--- src/vlf_pkg.sv ---
/*
 * vlf_pkg: command codes, reset values, field positions and shared types for the
 * output-voltage limit and low-voltage fault reaction block.
 * Assumes a PMBus command decoder upstream that hands over whole command writes and reads.
 */
package vlf_pkg;

    // ------------------------------------------------------------
    // command codes
    // ------------------------------------------------------------
    localparam logic [7:0] CMD_HI_WARN = 8'h42;
    localparam logic [7:0] CMD_LO_WARN = 8'h43;
    localparam logic [7:0] CMD_LO_FAULT = 8'h44;
    localparam logic [7:0] CMD_LO_REACT = 8'h45;

    // ------------------------------------------------------------
    // reset values
    // ------------------------------------------------------------
    localparam logic [15:0] RST_HI_WARN = 16'h0000;
    localparam logic [15:0] RST_LO_WARN = 16'h0000;
    localparam logic [15:0] RST_LO_FAULT = 16'h0000;
    localparam logic [7:0] RST_LO_REACT = 8'h00;

    // ------------------------------------------------------------
    // reaction field positions and codes
    // ------------------------------------------------------------
    localparam int RESP_HI = 7;
    localparam int RESP_LO = 6;
    localparam int RETRY_HI = 5;
    localparam int RETRY_LO = 3;
    localparam int DLY_HI = 2;
    localparam int DLY_LO = 0;
    localparam logic [1:0] RESP_IGNORE = 2'h0;
    localparam logic [1:0] RESP_RIDE = 2'h1;
    localparam logic [1:0] RESP_SHUT = 2'h2;
    localparam logic [1:0] RESP_HOLD = 2'h3;
    localparam logic [2:0] RETRY_NONE = 3'h0;
    localparam logic [2:0] RETRY_FOREVER = 3'h7;

    // cycles of the restart attempt window
    localparam int ATTEMPT_CYC = 4;

    // host access as handed over by the command decoder
    typedef struct packed {
        logic wr;
        logic rd;
        logic [7:0] cmd;
        logic [15:0] wdata;
    } vlf_req_t;

    // fault sequencer state, one-hot
    typedef enum logic [4:0] {
        ST_RUN = 5'b00001,
        ST_RIDE = 5'b00010,
        ST_WAIT = 5'b00100,
        ST_TRY = 5'b01000,
        ST_LATCH = 5'b10000
    } vlf_state_t;

endpackage

--- src/vlf_delay.sv ---
/*
 * vlf_delay: counts 2^code time units; unit ticks come from a divider enable.
 * Assumes start is a one-cycle pulse and tick_i is a one-cycle enable.
 */
`timescale 1ns/1ps
module vlf_delay (
    input wire logic clk_sys_i,
    input wire logic srst_i,
    input wire logic start_i,
    input wire logic abort_i,
    input wire logic [2:0] code_i,
    input wire logic tick_i,
    output logic done_o
);
    logic [7:0] cnt_q;
    logic run_q;

    // ------------------------------------------------------------
    // unit counter
    // ------------------------------------------------------------
    // code to power-of-two units
    always_ff @(posedge clk_sys_i) begin
        if (srst_i || abort_i) begin
            run_q <= 1'b0;
            cnt_q <= 8'h00;
            done_o <= 1'b0;
        end else if (start_i) begin
            run_q <= 1'b1;
            cnt_q <= 8'(8'h01 << code_i);
            done_o <= 1'b0;
        end else begin
            done_o <= 1'b0;
            if (run_q && tick_i) begin
                if (cnt_q == 8'h01) begin
                    run_q <= 1'b0;
                    done_o <= 1'b1;
                end
                cnt_q <= cnt_q - 8'h01;
            end
        end
    end
endmodule

--- src/vlf_top.sv ---
/*
 * vlf_top: output-voltage warning/fault limits and the low-voltage fault reaction.
 * Assumes a command decoder delivering one-cycle wr/rd strobes, a measured output
 * voltage in the same format as the limits, and a time-unit divider count from elsewhere.
 */
`timescale 1ns/1ps
module vlf_top #(
    parameter int UNIT_CYC = 20000
) (
    input wire logic clk_sys_i,
    input wire logic srst_i,
    input vlf_pkg::vlf_req_t req_i,
    output logic [15:0] rdata_o,
    output logic rvalid_o,
    input wire logic [15:0] vout_meas_i,
    input wire logic clear_faults_i,
    input wire logic clear_bit_i,
    input wire logic power_on_i,
    output logic out_en_o,
    output logic fault_latched_o,
    output logic fault_now_o,
    output logic warn_hi_o,
    output logic warn_lo_o
);
    logic [15:0] hi_warn_q;
    logic [15:0] lo_warn_q;
    logic [15:0] lo_fault_q;
    logic [7:0] react_q;
    logic [31:0] div_q;
    logic tick;
    logic fault;
    logic [2:0] tries_q;
    logic [7:0] try_cnt_q;
    logic on_q;
    logic clear_ev;
    logic dly_start;
    logic dly_done;
    logic [1:0] resp;
    logic [2:0] retry;
    vlf_pkg::vlf_state_t st_q;

    assign resp = react_q[vlf_pkg::RESP_HI:vlf_pkg::RESP_LO];
    assign retry = react_q[vlf_pkg::RETRY_HI:vlf_pkg::RETRY_LO];

    // ------------------------------------------------------------
    // register writes
    // ------------------------------------------------------------
    // limit and reaction register stores
    always_ff @(posedge clk_sys_i) begin
        if (srst_i) begin
            hi_warn_q <= vlf_pkg::RST_HI_WARN;
            lo_warn_q <= vlf_pkg::RST_LO_WARN;
            lo_fault_q <= vlf_pkg::RST_LO_FAULT;
            react_q <= vlf_pkg::RST_LO_REACT;
        end else if (req_i.wr) begin
            if (req_i.cmd == vlf_pkg::CMD_HI_WARN) begin
                hi_warn_q <= req_i.wdata;
            end else if (req_i.cmd == vlf_pkg::CMD_LO_WARN) begin
                lo_warn_q <= req_i.wdata;
            end else if (req_i.cmd == vlf_pkg::CMD_LO_FAULT) begin
                lo_fault_q <= req_i.wdata;
            end else if (req_i.cmd == vlf_pkg::CMD_LO_REACT) begin
                react_q <= req_i.wdata[7:0];
            end
        end
    end

    // ------------------------------------------------------------
    // register reads, one cycle after the strobe
    // ------------------------------------------------------------
    // byte read zero-extended
    always_ff @(posedge clk_sys_i) begin
        if (srst_i) begin
            rdata_o <= 16'h0000;
            rvalid_o <= 1'b0;
        end else begin
            rvalid_o <= req_i.rd;
            if (req_i.rd) begin
                if (req_i.cmd == vlf_pkg::CMD_HI_WARN) begin
                    rdata_o <= hi_warn_q;
                end else if (req_i.cmd == vlf_pkg::CMD_LO_WARN) begin
                    rdata_o <= lo_warn_q;
                end else if (req_i.cmd == vlf_pkg::CMD_LO_FAULT) begin
                    rdata_o <= lo_fault_q;
                end else if (req_i.cmd == vlf_pkg::CMD_LO_REACT) begin
                    rdata_o <= {8'h00, react_q};
                end else begin
                    rdata_o <= 16'h0000; // unmapped
                end
            end
        end
    end

    // ------------------------------------------------------------
    // compare and warnings
    // ------------------------------------------------------------
    // below fault limit
    assign fault = vout_meas_i < lo_fault_q;
    always_ff @(posedge clk_sys_i) begin
        if (srst_i) begin
            warn_hi_o <= 1'b0;
            warn_lo_o <= 1'b0;
            fault_now_o <= 1'b0;
        end else begin
            warn_hi_o <= vout_meas_i > hi_warn_q;
            warn_lo_o <= vout_meas_i < lo_warn_q;
            fault_now_o <= fault;
        end
    end

    // ------------------------------------------------------------
    // time unit divider
    // ------------------------------------------------------------
    always_ff @(posedge clk_sys_i) begin
        if (srst_i || dly_start) begin
            div_q <= 32'h0;
        end else if (div_q == 32'(UNIT_CYC - 1)) begin
            div_q <= 32'h0;
        end else begin
            div_q <= div_q + 32'h1;
        end
    end
    assign tick = (div_q == 32'(UNIT_CYC - 1));

    // ------------------------------------------------------------
    // off-then-on detection and clear events
    // ------------------------------------------------------------
    always_ff @(posedge clk_sys_i) begin
        if (srst_i) begin
            on_q <= 1'b0;
        end else begin
            on_q <= power_on_i;
        end
    end
    assign clear_ev = clear_faults_i || clear_bit_i || (power_on_i && !on_q);

    // ------------------------------------------------------------
    // fault sequencer
    // ------------------------------------------------------------
    assign dly_start = (st_q == vlf_pkg::ST_RUN) && fault
        && (resp == vlf_pkg::RESP_RIDE || resp == vlf_pkg::RESP_SHUT)
        || (st_q == vlf_pkg::ST_TRY) && try_cnt_q == 8'h01 && fault
        && (retry == vlf_pkg::RETRY_FOREVER || tries_q != retry)
        || (st_q == vlf_pkg::ST_RIDE) && dly_done && fault
        && (retry != vlf_pkg::RETRY_NONE); // ride expired: space the first restart

    always_ff @(posedge clk_sys_i) begin
        if (srst_i || !power_on_i) begin
            st_q <= vlf_pkg::ST_RUN;
            tries_q <= 3'h0;
            try_cnt_q <= 8'h00;
        end else begin
            case (st_q)
                vlf_pkg::ST_RUN: begin
                    tries_q <= 3'h0;
                    if (fault && resp == vlf_pkg::RESP_HOLD) begin
                        st_q <= vlf_pkg::ST_LATCH;
                    end else if (fault && resp == vlf_pkg::RESP_RIDE) begin
                        st_q <= vlf_pkg::ST_RIDE; // ride delay
                    end else if (fault && resp == vlf_pkg::RESP_SHUT) begin
                        st_q <= (retry == vlf_pkg::RETRY_NONE) ? vlf_pkg::ST_LATCH
                            : vlf_pkg::ST_WAIT;
                    end
                end
                vlf_pkg::ST_RIDE: begin
                    if (!fault) begin
                        st_q <= vlf_pkg::ST_RUN;
                    end else if (dly_done) begin
                        st_q <= (retry == vlf_pkg::RETRY_NONE) ? vlf_pkg::ST_LATCH
                            : vlf_pkg::ST_WAIT;
                    end
                end
                vlf_pkg::ST_WAIT: begin
                    if (dly_done) begin
                        st_q <= vlf_pkg::ST_TRY;
                        try_cnt_q <= 8'(vlf_pkg::ATTEMPT_CYC);
                        if (tries_q != 3'h7) begin
                            tries_q <= tries_q + 3'h1;
                        end
                    end
                end
                vlf_pkg::ST_TRY: begin
                    try_cnt_q <= try_cnt_q - 8'h01;
                    if (try_cnt_q == 8'h01) begin
                        if (!fault) begin
                            st_q <= vlf_pkg::ST_RUN;
                        end else if (dly_start) begin
                            st_q <= vlf_pkg::ST_WAIT;
                        end else begin
                            st_q <= vlf_pkg::ST_LATCH;
                        end
                    end
                end
                vlf_pkg::ST_LATCH: begin
                    if (resp == vlf_pkg::RESP_HOLD && !fault) begin
                        st_q <= vlf_pkg::ST_RUN;
                    end else if (clear_ev) begin
                        st_q <= vlf_pkg::ST_RUN; // cleared
                    end
                end
                default: begin
                    st_q <= vlf_pkg::ST_RUN;
                end
            endcase
        end
    end

    vlf_delay u_delay (
        .clk_sys_i(clk_sys_i),
        .srst_i(srst_i),
        .start_i(dly_start),
        .abort_i(!power_on_i || (st_q == vlf_pkg::ST_RIDE && !fault)),
        .code_i(react_q[vlf_pkg::DLY_HI:vlf_pkg::DLY_LO]),
        .tick_i(tick),
        .done_o(dly_done)
    );

    assign out_en_o = power_on_i && (st_q == vlf_pkg::ST_RUN || st_q == vlf_pkg::ST_RIDE
        || st_q == vlf_pkg::ST_TRY);
    assign fault_latched_o = (st_q == vlf_pkg::ST_LATCH);

    // ------------------------------------------------------------
    // checks
    // ------------------------------------------------------------
    property p_ignore;
        @(posedge clk_sys_i) disable iff (srst_i)
        (st_q == vlf_pkg::ST_RUN && resp == vlf_pkg::RESP_IGNORE && power_on_i)
        |=> st_q == vlf_pkg::ST_RUN;
    endproperty
    a_ignore: assert property (p_ignore) else $error("ignore left run");

    property p_shut;
        @(posedge clk_sys_i) disable iff (srst_i)
        (st_q == vlf_pkg::ST_RUN && fault && resp == vlf_pkg::RESP_SHUT && power_on_i)
        |=> !out_en_o;
    endproperty
    a_shut: assert property (p_shut) else $error("output not shut");

    property p_hold;
        @(posedge clk_sys_i) disable iff (srst_i)
        (st_q == vlf_pkg::ST_LATCH && resp == vlf_pkg::RESP_HOLD && !fault && power_on_i)
        |=> out_en_o;
    endproperty
    a_hold: assert property (p_hold) else $error("no resume");

    property p_wr_lo_fault;
        @(posedge clk_sys_i) disable iff (srst_i)
        (req_i.wr && req_i.cmd == vlf_pkg::CMD_LO_FAULT) |=> lo_fault_q == $past(req_i.wdata);
    endproperty
    a_wr_lo_fault: assert property (p_wr_lo_fault) else $error("limit not stored");

    property p_byte_rd;
        @(posedge clk_sys_i) disable iff (srst_i)
        (req_i.rd && req_i.cmd == vlf_pkg::CMD_LO_REACT) |=> rdata_o[15:8] == 8'h00;
    endproperty
    a_byte_rd: assert property (p_byte_rd) else $error("byte read wide");

    property p_noretry;
        @(posedge clk_sys_i) disable iff (srst_i)
        (st_q == vlf_pkg::ST_RUN && fault && resp == vlf_pkg::RESP_SHUT
        && retry == vlf_pkg::RETRY_NONE && power_on_i) |=> st_q == vlf_pkg::ST_LATCH;
    endproperty
    a_noretry: assert property (p_noretry) else $error("no-retry not latched");

    property p_clear;
        @(posedge clk_sys_i) disable iff (srst_i)
        (st_q == vlf_pkg::ST_LATCH && clear_faults_i && power_on_i)
        |=> st_q == vlf_pkg::ST_RUN;
    endproperty
    a_clear: assert property (p_clear) else $error("clear ignored");

    property p_rd_lat;
        @(posedge clk_sys_i) disable iff (srst_i)
        req_i.rd |=> rvalid_o;
    endproperty
    a_rd_lat: assert property (p_rd_lat) else $error("read answer late");
endmodule

--- config.mk ---
export PLATFORM = sky130hd
export DESIGN_NAME = vlf_top
export DESIGN_NICKNAME = d
export VERILOG_FILES = /design/src/vlf_pkg.sv /design/src/vlf_delay.sv /design/src/vlf_top.sv
export SDC_FILE = /design/constraint.sdc
export NUM_CORES = 1
export LEC_CHECK = 0
export ABC_AREA = 1
export BUFFER_PORTS_ARGS = -buffer_cell sky130_fd_sc_hd__clkbuf_2
export CAP_MARGIN = 20
export CORE_MARGIN = 1
export CORE_UTILIZATION = 62
export CTS_CLUSTER_DIAMETER = 50
export DETAILED_ROUTE_END_ITERATION = 12
export GPL_ROUTABILITY_DRIVEN = 0
export GPL_TIMING_DRIVEN = 0
export PLACE_DENSITY = 0.83
export SKIP_CTS_REPAIR_TIMING = 1
export SLEW_MARGIN = 15
export SYNTH_ARGS = -nofsm -noshare
export SYNTH_HDL_FRONTEND = slang
export SYNTH_SLANG_ARGS = --single-unit
--- constraint.sdc ---
create_clock -name clk_sys_i -period 4.36 [get_ports clk_sys_i]
set_input_delay 0.218 -clock clk_sys_i [delete_from_list [all_inputs] [get_ports clk_sys_i]]
set_output_delay 0.218 -clock clk_sys_i [all_outputs]
set_load 0.005 [all_outputs]
==> run metrics <==
CTS clk-pin slew, worst paths 0.06 ns; Peak VDD IR 0.351 mV; r2r setup slk 2.11 ns; crit path kind flop to flop; initial antenna violation count 0; Worst setup EP type flop; TritonCTS clock tree built; LEAKAGE 3.43 nW; clock power share 50.9%; YS warnings 0; period utilisation layout 51.5%; type of origin of the critical path flop; Antenna diodes 0; largest net degree at the start of global routing 17; CTS Sinks 135; hold crit path type primary input to flop; Setup TNS 0 ns; first-pass GRT wire length 31.1 mm; post-synthesis sequential area ratio 36.9%; syn avg cell area 7.38 sq um; RSZ-0062 raised after global routing no; Antenna Violating Nets Remaining 0; Vias/cell 5.73; skew final 0.00686 ns; Die X 111 microns; reg2reg end div_q[15]; Mapped Area 7330 sq um; Ports 69; DRT iter0 DRCs 695; Worst EP required 4.70 ns; Rows 39; FF-to-FF Start lo_fault_q[15]; synth-to-layout area growth 15.1%; Initial Util 63.9%; drt total wl 19.1 mm; max_cap viols 0; dpl hpwl 14.0 mm; core area 11,500 sq um; Synth Register Bits 135; Pre-antenna DRT Iters 5; Final Hold Vio Count 0; share of cells above drive strength 1 13.6%; total grt overflow 0; Hold Path Cell Cnt 4; Layout fillers 931; Worst-Margin Slew 0.727 ns; Comb power frac 5.7%; multi-input logic area 3970 sq um; status complete, no violations; Root Driver clkbuf_16; IO buf count 68; post-DR wirelength/cell 15.4 microns; Sw Pwr 0.647 mW; pwr/cell area 339 nW/um^2; DRC viols 0; Slew HR 51.6%; fin nets 1,183; Crit Path Max Fanout 10; DP Area 7850 sq um; Internal Power 2.22 mW; fin area 8440 sq um; via count 7,080; Tot GR Track Use 31.7%; vias in the first global route 6,564; CTS max path bufs 2; worst skew pair latency 0.43 ns; Die Area 12,300 sq um; hold path start clear_faults_i; final setup fails 0; R2R cell count 11; Worst Hold Endpoint st_q[4]; Period minus WS final 2.25 ns; post-synthesis cell count 993; f_max 0.445 GHz; Die Y 111 microns; critical path arrival 2.59 ns; register area 2700 sq um; Syn Nets 1,096; Switching Share 22.6%; TritonCTS Buffers 17; count of cell types in the netlist 46; Final Max Slew Viols 0; H-tree levels 4; Reg power frac 43.4%
==> routing by layer <==
metal	track usage [%]	wire length [microns]
met1	40.8	8440
met2	50.6	8700
met3	6.72	1390
met4	14.7	542
met5	0	0
==> cell families after synthesis <==
group,synth area share (%)
buffers and inverters,9.08
adders and majority gates,9.55
and+or+nand+nor,24.2
DFF,36.9
xor gates and xnor gates,2.51
AOI/OAI and AO/OA,17.8
==> layout make-up <==
type,count,share of cell area [%]
Sequential cell,135,32.0
Timing Repair Buffer,68,4.03
Multi-Input combinational cell,687,47.0
Buffer,28,1.53
Clock buffer,21,5.46
Clock inverter,10,1.51
Tap cell,143,2.12
Inverter,143,6.36
==> how the worst max path moves through the flow <==
stage,from,endpoint,depth (start not counted)
final,lo_fault_q[15],div_q[15],11
after global routing,lo_fault_q[15],div_q[12],11
after CTS,lo_fault_q[15],div_q[15],11
after detailed placement,req_i[21],lo_warn_q[2],8
after global placement,req_i[21],lo_warn_q[2],8
after floorplan,lo_fault_q[9],u_delay.cnt_q[1],13
==> through the flow <==
| step | utilization [%] | setup slack (ns) | hold slack, ns | total power, mW | instances |
|---|---|---|---|---|---|
| 2_1_floorplan | - | 2.50 | 0.362 | 1.36 | 993 |
| 3_3_place_gp | 68.5 | 2.13 | 0.429 | 1.42 | 1204 |
| 3_5_place_dp | 68.5 | 2.10 | 0.438 | 1.43 | 1204 |
| 4_1_cts | 73.6 | 2.14 | 0.0971 | 2.86 | 1235 |
| 5_1_grt | 73.6 | 1.93 | 0.125 | 2.93 | 1235 |
| 6_report | 73.6 | 2.11 | 0.104 | 2.86 | 1235 |
==> placed cells by master (no fill, tap or decap), types with 4 or more instances in the layout <==
cell,Yosys,routed
nor4_1,8,8
inv_2,5,5
clkbuf_1,19,21
clkbuf_2,0,68
clkinv_2,0,6
nand2_1,143,143
nor2_1,75,75
inv_1,135,135
o2111ai_1,4,4
nand2_2,9,9
nor2_2,7,7
ha_1,56,56
nand3_1,38,38
nand3b_1,4,4
nor2_4,4,4
o21ai_0,83,83
nand4_1,18,18
buf_2,4,4
clkbuf_16,0,17
xor2_1,18,18
nor3b_1,5,5
o21ai_1,7,7
a21oi_1,127,127
dfxtp_1,135,135
nor3_1,31,31
o22ai_1,14,14
==> cells in the mapped netlist, drive strengths merged <==
| cell type | n | area [sq um] |
|---|---|---|
| dfxtp | 135 | 2700 |
| xnor2 | 3 | 26.3 |
| o211ai | 3 | 22.5 |
| nor4 | 10 | 83.8 |
| a211oi | 3 | 22.5 |
| a21boi | 2 | 15.0 |
| o21ai | 90 | 450 |
| nor3b | 5 | 37.5 |
| nand2 | 152 | 593 |
| o221ai | 1 | 8.76 |
| a21oi | 129 | 653 |
| nor2 | 86 | 370 |
| inv | 140 | 526 |
| nor3 | 36 | 218 |
| xor2 | 18 | 158 |
| clkinv | 3 | 11.3 |
| nand3b | 5 | 50.1 |
| or2 | 3 | 18.8 |
| clkbuf | 19 | 71.3 |
| a31oi | 1 | 6.26 |
| nand3 | 42 | 238 |
| nand4 | 21 | 150 |
| ha | 56 | 701 |
| buf | 9 | 57.6 |
| o21bai | 1 | 7.51 |
| o2111ai | 4 | 35.0 |
| o22ai | 14 | 87.6 |
| and3 | 2 | 12.5 |
==> power by group through the flow <==
stage	registers [mW]	logic (mW)	clock network, mW
floorplan	1.27	0.0880	0
global placement	1.27	0.155	0
detailed placement	1.27	0.158	0
CTS	1.24	0.160	1.46
global route	1.24	0.180	1.51
finish	1.24	0.164	1.46
==> registers in the layout (all words and copies together) (netlist names), 3 cells and up <==
name	count
rdata_o	16
lo_warn_q	16
lo_fault_q	16
div_q	32
st_q	5
try_cnt_q	8
tries_q	3
react_q	8
hi_warn_q	16
u_delay.cnt_q	8
==> critical path, stage by stage, from the launching register on <==
cell,delay [ns]
dfxtp_1,0.31
inv_1,0.08
ha_1,0.32
nand4_1,0.17
nor2_1,0.20
nand2_2,0.14
nand3_1,0.16
nand2_2,0.11
inv_2,0.15
nand3_2,0.13
buf_4,0.21
nor3b_1,0.19
No activity file was read; power rests on OpenSTA's default activity.
